## config.mk

```make
export PLATFORM = sky130hd
export DESIGN_NAME = cfei_top
export DESIGN_NICKNAME = d
export VERILOG_FILES = /design/src/include/cfei_pkg.sv /design/src/design/cfei_pin_sync.sv /design/src/design/cfei_flag_cell.sv /design/src/design/cfei_top.sv
export VERILOG_INCLUDE_DIRS = /design/src /design/src/include
export SDC_FILE = /design/constraint.sdc
export NUM_CORES = 1
export LEC_CHECK = 0
export ABC_AREA = 1
export BUFFER_PORTS_ARGS = -buffer_cell sky130_fd_sc_hd__buf_4
export CAP_MARGIN = 20
export CORE_ASPECT_RATIO = 0.9
export CORE_MARGIN = 5
export CORE_UTILIZATION = 45
export DETAILED_ROUTE_END_ITERATION = 8
export PLACE_DENSITY = 0.83
export SETUP_SLACK_MARGIN = 0.5
export SLEW_MARGIN = 15
export SYNTH_ARGS = -nofsm -noshare
export SYNTH_HDL_FRONTEND = slang
export SYNTH_SLANG_ARGS = --single-unit
```

## constraint.sdc

```tcl
create_clock -name ref_clk -period 1.2 [get_ports ref_clk]
set_input_delay 0.12 -clock ref_clk [delete_from_list [all_inputs] [get_ports ref_clk]]
set_output_delay 0.12 -clock ref_clk [all_outputs]
set_load 0.01 [all_outputs]
```

## src/include/cfei_regs.svh

```systemverilog
// Register offsets, field positions and reset values of the CAN filter
// event and interrupt block.
// Assumes an 8-bit register port with byte-wide offsets.
`ifndef CFEI_REGS_SVH
`define CFEI_REGS_SVH

// ---------------------------------------------------------------------
// Register offsets
// ---------------------------------------------------------------------
`define CFEI_OFS_F0_ID_HI 8'h20
`define CFEI_OFS_FON_LOW 8'h70
`define CFEI_OFS_FON_HIGH 8'h71
`define CFEI_OFS_MIE_LOW 8'h72
`define CFEI_OFS_EXTRA_IE 8'h73
`define CFEI_OFS_MFLAG_LOW 8'h74
`define CFEI_OFS_EXTRA_IF 8'h75

// ---------------------------------------------------------------------
// Field positions
// ---------------------------------------------------------------------
`define CFEI_MKSEL_MSB 7
`define CFEI_MKSEL_LSB 5
`define CFEI_ID_HI_MSB 4
`define CFEI_ID_HI_LSB 0
`define CFEI_FON_HIGH_PAD 4'hf
`define CFEI_BIT_THERMAL 12
`define CFEI_BIT_MEM_CORR 13
`define CFEI_BIT_XCVR_ERR 14
`define CFEI_BIT_WAKE 15

// ---------------------------------------------------------------------
// Reset values
// ---------------------------------------------------------------------
`define CFEI_RST_BYTE 8'h00
`define CFEI_RST_FON 12'h000
`define CFEI_RST_VEC 16'h0000
`define CFEI_RD_UNMAPPED 8'h00

`endif

```

## src/include/cfei_pkg.sv

```systemverilog
// Shared types of the CAN filter event and interrupt block.
// Assumes cfei_regs.svh supplies the numeric constants.
`default_nettype none

package cfei_pkg;
  typedef logic [7:0] cfei_byte_t;
  typedef logic [15:0] cfei_vec_t;
  typedef logic [2:0] cfei_mask_sel_t;
  typedef logic [4:0] cfei_id_hi_t;
endpackage : cfei_pkg

`default_nettype wire

```

## src/design/cfei_pin_sync.sv

```systemverilog
// Three-stage synchroniser for one level arriving from a pin.
// Assumes the pin may change at any time relative to ref_clk.
`default_nettype none

module cfei_pin_sync
  import cfei_pkg::*;
(
  // Clock and reset
  input wire logic ref_clk,
  input wire logic srst,
  // Pin and clean level
  input wire logic pin_in,
  output logic level_out
);
  logic meta_reg;
  logic s2_reg;
  logic s3_reg;

  // The output moves only when the last two stages agree, so one
  // stray sample never reaches the event logic.
  always_ff @(posedge ref_clk) begin
    if (srst) begin
      meta_reg <= 1'b0;
      s2_reg <= 1'b0;
      s3_reg <= 1'b0;
      level_out <= 1'b0;
    end else begin
      meta_reg <= pin_in;
      s2_reg <= meta_reg;
      s3_reg <= s2_reg;
      if (s2_reg == s3_reg) begin
        level_out <= s3_reg;
      end
    end
  end
endmodule : cfei_pin_sync

`default_nettype wire

```

## src/design/cfei_flag_cell.sv

```systemverilog
// One sticky event flag with a clear input.
// Assumes set and clear are single-cycle terms on ref_clk.
`default_nettype none

module cfei_flag_cell
  import cfei_pkg::*;
(
  // Clock and reset
  input wire logic ref_clk,
  input wire logic srst,
  // Event and clear
  input wire logic set_evt,
  input wire logic clr,
  // Flag
  output logic flag
);
  always_ff @(posedge ref_clk) begin
    if (srst) begin
      flag <= 1'b0;
    end else if (set_evt) begin
      flag <= 1'b1;
    end else if (clr) begin
      flag <= 1'b0;
    end
  end
endmodule : cfei_flag_cell

`default_nettype wire

```

## src/design/cfei_top.sv

```systemverilog
// Filter-match and extra event flags, their enables, the interrupt line
// and filter 0 top identifier byte with its mask select.
// Assumes an 8-bit register port driven by the serial host front end,
// and one-cycle event pulses from the filter and transceiver logic.
//
// What this block does
// - Enabled wakeup event leaves stop mode and pulls interrupt low.
// - Enabled transceiver error pulls the interrupt line low.
// - Enabled memory correction event pulls the interrupt line low.
// - Enabled thermal shutdown event pulls the interrupt line low.
// - Extra enable: filter 8-11 enables bits 0-3, events bits 7-4.
// - Enabled filter match sets its flag; filters 0-7 in low flags.
// - Reading the low flag register clears all its flags.
// - Host writes to both flag registers are ignored.
// - Filters 8-11 flags in extra flag bits 0-3, clear on read.
// - Wakeup flag sets regardless of enable; interrupt needs enable.
// - Transceiver flag clears only after faults gone and fault reg clear.
// - Memory correction flag sets on correction, clears on read.
// - Thermal flag sets on shutdown entry and exit, clears on read.
// - Filter registers writable only in reset mode, else read-only.
// - Three-bit select in filter 0 byte bits 7-5 picks one of 8 masks.
// - Filter 0 top byte resets zero: select high, five ID bits low.
// - Filters 0-7 match interrupt enables sit in a separate register.
// - Mask bit 0 compares the identifier bit, 1 ignores it.
// - Each filter has an enable; disabled filters never set flags.
`include "cfei_regs.svh"
`default_nettype none

module cfei_top
  import cfei_pkg::*;
#(
  parameter int NUM_FILTERS = 12,
  parameter int NUM_MASKS = 8
)
(
  // Clock and reset
  input wire logic ref_clk,
  input wire logic srst,
  // Register port from the serial host front end
  input wire logic [7:0] reg_addr,
  input wire logic reg_wr,
  input wire logic reg_rd,
  input wire logic [7:0] reg_wdata,
  output logic [7:0] reg_rdata,
  // Operating mode
  input wire logic reset_mode,
  input wire logic stop_mode,
  output logic stop_exit,
  // Filter compare datapath
  input wire logic [11:0] rx_hit,
  input wire logic [4:0] rx_id_hi,
  input wire logic [39:0] mask_hi_bank,
  output logic [11:0] filter_on,
  output logic [2:0] filter0_mask_pick,
  // Event sources
  input wire logic wake_pin,
  input wire logic xcvr_err_evt,
  input wire logic xcvr_fault_pending,
  input wire logic mem_corr_evt,
  input wire logic thermal_sd,
  // Interrupt pin
  output logic irq_out_low
);

  // -------------------------------------------------------------------
  // Elaboration checks
  // -------------------------------------------------------------------
  // The register layout fixes twelve filters and eight masks.
  if (NUM_FILTERS != 12 || NUM_MASKS != 8) begin : g_bad_cfg
    $error("cfei_top supports exactly 12 filters and 8 masks");
  end

  // -------------------------------------------------------------------
  // Configuration registers
  // -------------------------------------------------------------------
  cfei_byte_t match_irq_en_low_reg;
  cfei_byte_t extra_ie_reg;
  cfei_id_hi_t filter0_id_hi_reg;
  cfei_mask_sel_t filter0_mask_pick_reg;
  logic [11:0] filter_on_reg;
  logic wr_f0;
  logic wr_fon_low;
  logic wr_fon_high;
  logic wr_mie_low;
  logic wr_extra_ie;
  logic rd_low;
  logic rd_ext;

  assign wr_f0 = reg_wr && reg_addr == `CFEI_OFS_F0_ID_HI;
  assign wr_fon_low = reg_wr && reg_addr == `CFEI_OFS_FON_LOW;
  assign wr_fon_high = reg_wr && reg_addr == `CFEI_OFS_FON_HIGH;
  assign wr_mie_low = reg_wr && reg_addr == `CFEI_OFS_MIE_LOW;
  assign wr_extra_ie = reg_wr && reg_addr == `CFEI_OFS_EXTRA_IE;
  assign rd_low = reg_rd && reg_addr == `CFEI_OFS_MFLAG_LOW;
  assign rd_ext = reg_rd && reg_addr == `CFEI_OFS_EXTRA_IF;

  always_ff @(posedge ref_clk) begin
    if (srst) begin
      filter0_id_hi_reg <= cfei_id_hi_t'(`CFEI_RST_BYTE);
      filter0_mask_pick_reg <= cfei_mask_sel_t'(`CFEI_RST_BYTE);
    end else if (wr_f0 && reset_mode) begin
      filter0_mask_pick_reg <= reg_wdata[`CFEI_MKSEL_MSB:`CFEI_MKSEL_LSB];
      filter0_id_hi_reg <= reg_wdata[`CFEI_ID_HI_MSB:`CFEI_ID_HI_LSB];
    end
  end

  always_ff @(posedge ref_clk) begin
    if (srst) begin
      filter_on_reg <= `CFEI_RST_FON;
    end else if (reset_mode) begin
      if (wr_fon_low) begin
        filter_on_reg[7:0] <= reg_wdata;
      end else if (wr_fon_high) begin
        filter_on_reg[11:8] <= reg_wdata[3:0];
      end
    end
  end

  always_ff @(posedge ref_clk) begin
    if (srst) begin
      match_irq_en_low_reg <= `CFEI_RST_BYTE;
      extra_ie_reg <= `CFEI_RST_BYTE;
    end else if (wr_mie_low) begin
      match_irq_en_low_reg <= reg_wdata;
    end else if (wr_extra_ie) begin
      extra_ie_reg <= reg_wdata;
    end
  end

  assign filter_on = filter_on_reg;
  assign filter0_mask_pick = filter0_mask_pick_reg;

  // -------------------------------------------------------------------
  // Filter 0 top-byte compare
  // -------------------------------------------------------------------
  cfei_id_hi_t sel_mask_hi;
  logic f0_top_ok;

  assign sel_mask_hi = mask_hi_bank[filter0_mask_pick_reg * 5 +: 5];
  assign f0_top_ok =
    ((rx_id_hi ^ filter0_id_hi_reg) & ~sel_mask_hi) == 5'h00;

  // -------------------------------------------------------------------
  // Event sources
  // -------------------------------------------------------------------
  logic wake_level;
  logic wake_level_d;
  logic wake_evt;
  logic thermal_d;
  logic thermal_evt;
  logic [11:0] match_evt;
  logic [11:0] hit_in;

  cfei_pin_sync u_wake_sync (
    .ref_clk(ref_clk),
    .srst(srst),
    .pin_in(wake_pin),
    .level_out(wake_level)
  );

  always_ff @(posedge ref_clk) begin
    if (srst) begin
      wake_level_d <= 1'b0;
      thermal_d <= 1'b0;
    end else begin
      wake_level_d <= wake_level;
      thermal_d <= thermal_sd;
    end
  end

  assign wake_evt = wake_level && !wake_level_d;
  assign thermal_evt = thermal_sd != thermal_d;
  // Filter 0 also needs its top byte to agree with the selected mask.
  assign hit_in = {rx_hit[11:1], rx_hit[0] && f0_top_ok};
  assign match_evt = hit_in & filter_on_reg;

  // -------------------------------------------------------------------
  // Sticky flags
  // -------------------------------------------------------------------
  cfei_vec_t flag_set;
  cfei_vec_t flag_clr;
  cfei_vec_t flags;
  cfei_vec_t irq_en;

  assign flag_set = {wake_evt, xcvr_err_evt, mem_corr_evt, thermal_evt,
                     match_evt};
  assign flag_clr = {rd_ext, !xcvr_fault_pending, rd_ext, rd_ext,
                     {4{rd_ext}}, {8{rd_low}}};
  assign irq_en = {extra_ie_reg, match_irq_en_low_reg};

  for (genvar i = 0; i < 16; i++) begin : g_flag
    cfei_flag_cell u_cell (
      .ref_clk(ref_clk),
      .srst(srst),
      .set_evt(flag_set[i]),
      .clr(flag_clr[i]),
      .flag(flags[i])
    );
  end

  // -------------------------------------------------------------------
  // Interrupt line and stop-mode exit
  // -------------------------------------------------------------------
  logic irq_any;

  assign irq_any = |(flags & irq_en);

  always_ff @(posedge ref_clk) begin
    if (srst) begin
      irq_out_low <= 1'b1;
    end else begin
      irq_out_low <= !irq_any;
    end
  end

  always_ff @(posedge ref_clk) begin
    if (srst) begin
      stop_exit <= 1'b0;
    end else begin
      stop_exit <= wake_evt && irq_en[`CFEI_BIT_WAKE] && stop_mode;
    end
  end

  // -------------------------------------------------------------------
  // Read data
  // -------------------------------------------------------------------
  cfei_byte_t rd_next;

  always_comb begin
    if (reg_addr == `CFEI_OFS_F0_ID_HI) begin
      rd_next = {filter0_mask_pick_reg, filter0_id_hi_reg};
    end else if (reg_addr == `CFEI_OFS_FON_LOW) begin
      rd_next = filter_on_reg[7:0];
    end else if (reg_addr == `CFEI_OFS_FON_HIGH) begin
      rd_next = {`CFEI_FON_HIGH_PAD, filter_on_reg[11:8]};
    end else if (reg_addr == `CFEI_OFS_MIE_LOW) begin
      rd_next = match_irq_en_low_reg;
    end else if (reg_addr == `CFEI_OFS_EXTRA_IE) begin
      rd_next = extra_ie_reg;
    end else if (reg_addr == `CFEI_OFS_MFLAG_LOW) begin
      rd_next = flags[7:0];
    end else if (reg_addr == `CFEI_OFS_EXTRA_IF) begin
      rd_next = flags[15:8];
    end else begin
      rd_next = `CFEI_RD_UNMAPPED;
    end
  end

  // Read data is captured before the read-clear lands, so the host sees
  // the flags that the read is about to drop.
  always_ff @(posedge ref_clk) begin
    if (srst) begin
      reg_rdata <= `CFEI_RST_BYTE;
    end else if (reg_rd) begin
      reg_rdata <= rd_next;
    end
  end
endmodule : cfei_top

`default_nettype wire

```

## After elaboration in Yosys (flattened, before gate mapping)

Index checks and enable logic that the tools add are counted.

- Register bits: 68
- Logic and storage cells: 110

- Reductions and logical operators: 34
- Equality and inequality tests: 10
- Muxes and demuxes: 26
- Bitwise logic cells: 7
- Shift-type cells: 1
- Multiply operators: 1

Operator list:

| cell | count |
|---|---|
| $mux 8 | 7 |
| $eq 8x7->1 const B | 6 |
| $shiftx 40x7->5 | 1 |
| $reduce_bool 2->1 | 15 |
| $mux 1 | 19 |
| $and 16x16->16 | 1 |
| $reduce_or 16->1 | 1 |
| $and 12x12->12 | 1 |
| $logic_and 1x1->1 | 12 |
| $eq 8x6->1 const B | 1 |
| $mul 3x3->6 const B | 1 |
| $and 5x5->5 | 1 |
| $logic_not 5->1 | 1 |
| $not 5->5 | 1 |
| $xor 5x5->5 | 1 |
| $reduce_and 2->1 | 2 |
| $reduce_and 3->1 | 1 |
| $logic_not 1->1 | 2 |
| $ne 2x2->1 const B | 1 |
| $not 1->1 | 2 |
| $eq 1x1->1 | 1 |
| $ne 1x1->1 | 1 |

## Longest topological paths before layout

- Depth after elaboration: 8
- Depth in mapped cells: 12
- Gate-level depth less buffers: 11

## Cells and area by module

Synthesis repeated with hierarchy kept, for this count alone.

- Cells, all modules: 530
- Area, all modules: 3598.5 µm²

Modules (own cells, without submodules):

| module | cells each | instances | sequential area each (µm²) | area an instance (µm²) |
|---|---|---|---|---|
| cfei_top | 437 | 1 | 960.9 | 2836.5 |
| cfei_flag_cell | 5 | 16 | 20.0 | 40.0 |
| cfei_pin_sync | 13 | 1 | 80.1 | 121.4 |

## Worst setup path after synthesis

No wires, ideal clock.

- Path type: reg2reg
- From: reg filter0_mask_pick_reg[0], in the netlist filter0_mask_pick[0]
- To: reg g_flag[0].u_cell.flag
- Setup slack: -0.161 ns
- Arrival: 1.291 ns
- Clock period less this slack: 1.361 ns
- Setup time: 0.070 ns
- Path buffers: 2
- Stages on the path, launching flop included: 13
- Data required time: 1.130 ns
- Cell sequence: dfxtp_1 buf_2 inv_2 buf_4 nand2_1 nand3_1 nand2_1 nand2_1 nand3_1 nand2_1 nor2_1 nand2_1 a21oi_1

- Word-level cells in the longest chain between the ends: 8
- Elaborated cells on any way between the ends: 9
- Classes of those cells: mul: 1; shift: 1; mux: 1; bitwise: 3; reduce/logical: 3

Ends and longest elaborated chain:

| what | line | RTL |
|---|---|---|
| start: declaration | cfei_top.sv:79 | `cfei_mask_sel_t filter0_mask_pick_reg;` |
| start signal: assignment | cfei_top.sv:100 | `` filter0_mask_pick_reg <= cfei_mask_sel_t'(`CFEI_RST_BYTE); `` |
| start signal: assignment | cfei_top.sv:102 | `` filter0_mask_pick_reg <= reg_wdata[`CFEI_MKSEL_MSB:`CFEI_MKSEL_LSB]; `` |
| $mul 3x3->6 (*) | cfei_top.sv:139 | `assign sel_mask_hi = mask_hi_bank[filter0_mask_pick_reg * 5 +: 5];` |
| $shiftx 40x7->5 (*) | cfei_top.sv:139 |  |
| $not 5->5 (*) | cfei_top.sv:141 | `((rx_id_hi ^ filter0_id_hi_reg) & ~sel_mask_hi) == 5'h00;` |
| $and 5x5->5 (*) | cfei_top.sv:141 |  |
| $logic_not 5->1 (*) | cfei_top.sv:141 |  |
| $logic_and 1x1->1 (*) | cfei_top.sv:174 | `assign hit_in = {rx_hit[11:1], rx_hit[0] && f0_top_ok};` |
| $and 12x12->12 (*) | cfei_top.sv:175 | `assign match_evt = hit_in & filter_on_reg;` |
| $mux 1 / $reduce_bool 2->1 (equally long branches) | - |  |
| end signal: assignment | cfei_flag_cell.sv:19 | `flag <= 1'b0;` |
| end signal: assignment | cfei_flag_cell.sv:21 | `flag <= 1'b1;` |
| end signal: assignment | cfei_flag_cell.sv:23 | `flag <= 1'b0;` |
| end: declaration | cfei_flag_cell.sv:15 | `output logic flag` |

Mark *: on every way between the ends. The rest lies on a longest branch, timed or not.
A chain may end at the register's enable or synchronous reset.

## Final worst setup path

Same ends and word-level chain as after synthesis.

==> results.toml <==
[run_status]
status = "complete, but fails checks"
violations = "hold timing, setup timing"

[final_layout]
nFillCells = 299
largest_reg_flops = 16
fin_nets = 792
layout-drive-gt1-share = 0.616
design_area_sq_mm = 0.00689
area_growth_pct = 94.6
instances_no_fill = 809
n_antenna_cell = 0

[grt]
grt_max_degree = 30
grt_overflow = 0
grt_pass1_wl_um = 24500
grt_pass1_vias = 4660
antenna_found_initial = 0
grt.total_usage = 0.316

[sta]
hold_violations = 1
period_share = 1.36
clock.fmax_ghz = 0.611
finalWorstSetupSlack_ns = -0.437
hold_ws_ns = -0.0325
max-slew-margin-rel = 0.736
fin_crit_ns = 1.64
fin_skew_ns = 0.00955
setup_viol = 3
worst_pin_slew_ns = 0.395
rsz0062_at_grt = "yes"
slew_viol_final = 0

[place]
place_hpwl_um = 8830
placed_area_sq_mm = 0.00504
port_buffers = 108
gp_congestion = 0.921
dp_cells = 745

[pwr]
p_leak_nw = 2.97
cellPowerDensity_mw_per_mm2 = 789
vdd_ir_drop_max_mv = 0.845

[setup_path]
critical_path.max_stage_delay_ns = 0.46
endpoint_kind = "flip-flop"
critPathArrivalTime_ns = 1.94
worst_ep_required_time_ns = 1.50
critical_path_class = "flip-flop to flip-flop"
critical_path.slowest_cell = "dfxtp_4"
cp_max_fo = 8
start_kind = "flip-flop"
critical_path.most_common_cell = "nand2_1"
crit_chain = "buf_12, nand2_1, nand2_1, nand2_1, nand2_1, nand2_1, nand3_1, nand2_1, nor2_1, nand2_1, a21oi_2"

[routing]
vias = 4965
drcViolationCount = 0
firstDrtPassIters = 8
ant_nets = 0
via_per_inst = 6.14
drt_iter0_markers = 547
wl_per_cell_um = 24.1
drt-total-wl_um = 19500

[yosys]
synth_nets = 613
synth.distinct_cells = 32
ys.flop_type = "dfxtp_1"
synth-edff-count = 0
ys_seq_area_frac = 0.384
synth_top_area_frac = 0.384
yosysTopAreaCell = "dfxtp_1"
synth_seq_cells = 68
synthCells = 529
synth_area_sq_mm = 0.00354
yosysWarnings = 0
synth.area.top_cells = "dfxtp_1, nand2_1, inv_1, nand3_1, a21oi_1"
postSynthAreaPerCell_sq_um = 6.70
async_reset_ff_frac = 0

[clock_network]
clockBufferDepth = 2
cts_tree = "yes"
cts_sinks = 68
clock_latency_ns = 0.36
cts.htree.levels = 3
cts_buffers = 9
clk_pin_slew_ns = 0.08
cts_root_buf = "clkbuf_8"

[floorplan]
dieArea_sq_mm = 0.00975
coreArea_sq_mm = 0.00762
die_h_um = 94.2
ios = 109
placementRows = 30
die_w_um = 104
initial_utilization = 0.465

[job]
cap_violations = 0

[min_path]
hold_path.class = "input port to flip-flop"
-- what timing repair did --
action / in CTS / in global routing
setup buffers: 28 / 8
pin swaps: 47 / 50
hold buffers: 3 / 0
gates resized for setup: 205 / 102
endpoints found under the hold margin: 4 / 0
endpoints found under the setup margin: 87 / 87
cloned: 7 / 2
-- through the flow --
| stage | util | TNS [ns] | total power, mW | setup WS, ns |
|---|---|---|---|---|
| global route | 0.904 | -0.624 | 5.55 | -0.506 |
| detailed placement | 0.661 | -3.33 | 3.00 | -0.192 |
| floorplan | - | -0.0330 | 2.64 | -0.0330 |
| global placement | 0.661 | -1.87 | 2.98 | -0.145 |
| CTS | 0.831 | -0.157 | 5.22 | -0.157 |
| finish | 0.904 | -0.519 | 5.44 | -0.437 |
-- area by class of cell --
type / instances / area [sq um] / share of cell area
inverter: 85 / 395 / 0.0574
sequential: 68 / 1430 / 0.208
clock buffer: 10 / 138 / 0.0200
multi-input combinational: 355 / 2750 / 0.398
timing repair buffer: 189 / 1970 / 0.286
clock inverter: 6 / 87.6 / 0.0127
tap: 96 / 120 / 0.0174
-- critical path, delay by kind of cell, from the launching register on --
kind / cells / cell delay, ns
AND/OR/NAND/NOR: 9 / 0.81
AO/OA/AOI/OAI: 1 / 0.15
flip-flops: 1 / 0.46
buffers and inverters: 1 / 0.15
-- power by group --
group,switching [mW],total (mW),internal (mW)
combinational,0.478,0.913,0.435
clock,0.998,2.22,1.23
sequential,0.0265,2.30,2.27
total,1.50,5.44,3.94
-- final timing paths --
kind                        start                      to  slack (ns)  cells after the start
max          filter0_mask_pick[0]   g_flag[0].u_cell.flag       -0.44                     11
max reg2reg  filter0_mask_pick[0]   g_flag[0].u_cell.flag       -0.44                     11
min reg2reg  u_wake_sync.meta_reg      u_wake_sync.s2_reg        0.40                      2
min                  xcvr_err_evt  g_flag[14].u_cell.flag       -0.03                      3
-- cells in the final DEF, fill, tap and decap left out, types with 12 or more instances in the layout --
cell     instances
o21ai_2         14
a21oi_2         37
buf_12          17
nor2_1          27
nand3_2         17
nand2_2         24
nand2_1         77
o21ai_4         12
buf_4          112
inv_1           66
buf_6           46
nor2_4          17
nand3_1         30
dfxtp_1         24
dfxtp_2         38
a21oi_1         16
-- per-layer routing --
| layer | track usage | part of all wire | vias to the layer above | routed length (um) |
|---|---|---|---|---|
| li1 | - | - | 2074 | - |
| met1 | 0.352 | 0.35 | 2270 | 6850 |
| met2 | 0.546 | 0.45 | 453 | 8750 |
| met3 | 0.0969 | 0.11 | 168 | 2190 |
| met4 | 0.163 | 0.087 | 0 | 1690 |
| met5 | 0 | 0 | - | 0 |
-- synth_stat cells, types with 2 or more instances --
cell	number
nor2_1	48
nand2_4	2
buf_1	2
buf_4	3
a221oi_1	3
inv_1	81
inv_2	3
clkbuf_1	10
nand4_1	5
nor2_8	2
o21ai_0	31
nor3_2	4
buf_2	6
a21oi_1	53
o21ai_1	4
nand3_1	58
dfxtp_1	68
o211ai_1	4
a211oi_1	12
nor2_2	2
nand2_2	3
xor2_1	5
nand2_1	111
-- cell families (layout without fill, tap and decap cells) --
kind of cell,after synthesis,after routing,share of synthesized area
compound gates,109,109,0.171
xor+xnor,6,6,0.0148
flops,68,68,0.384
simple gates,239,240,0.308
buf+inv,107,290,0.121
No activity file was read; power rests on OpenSTA's default activity.
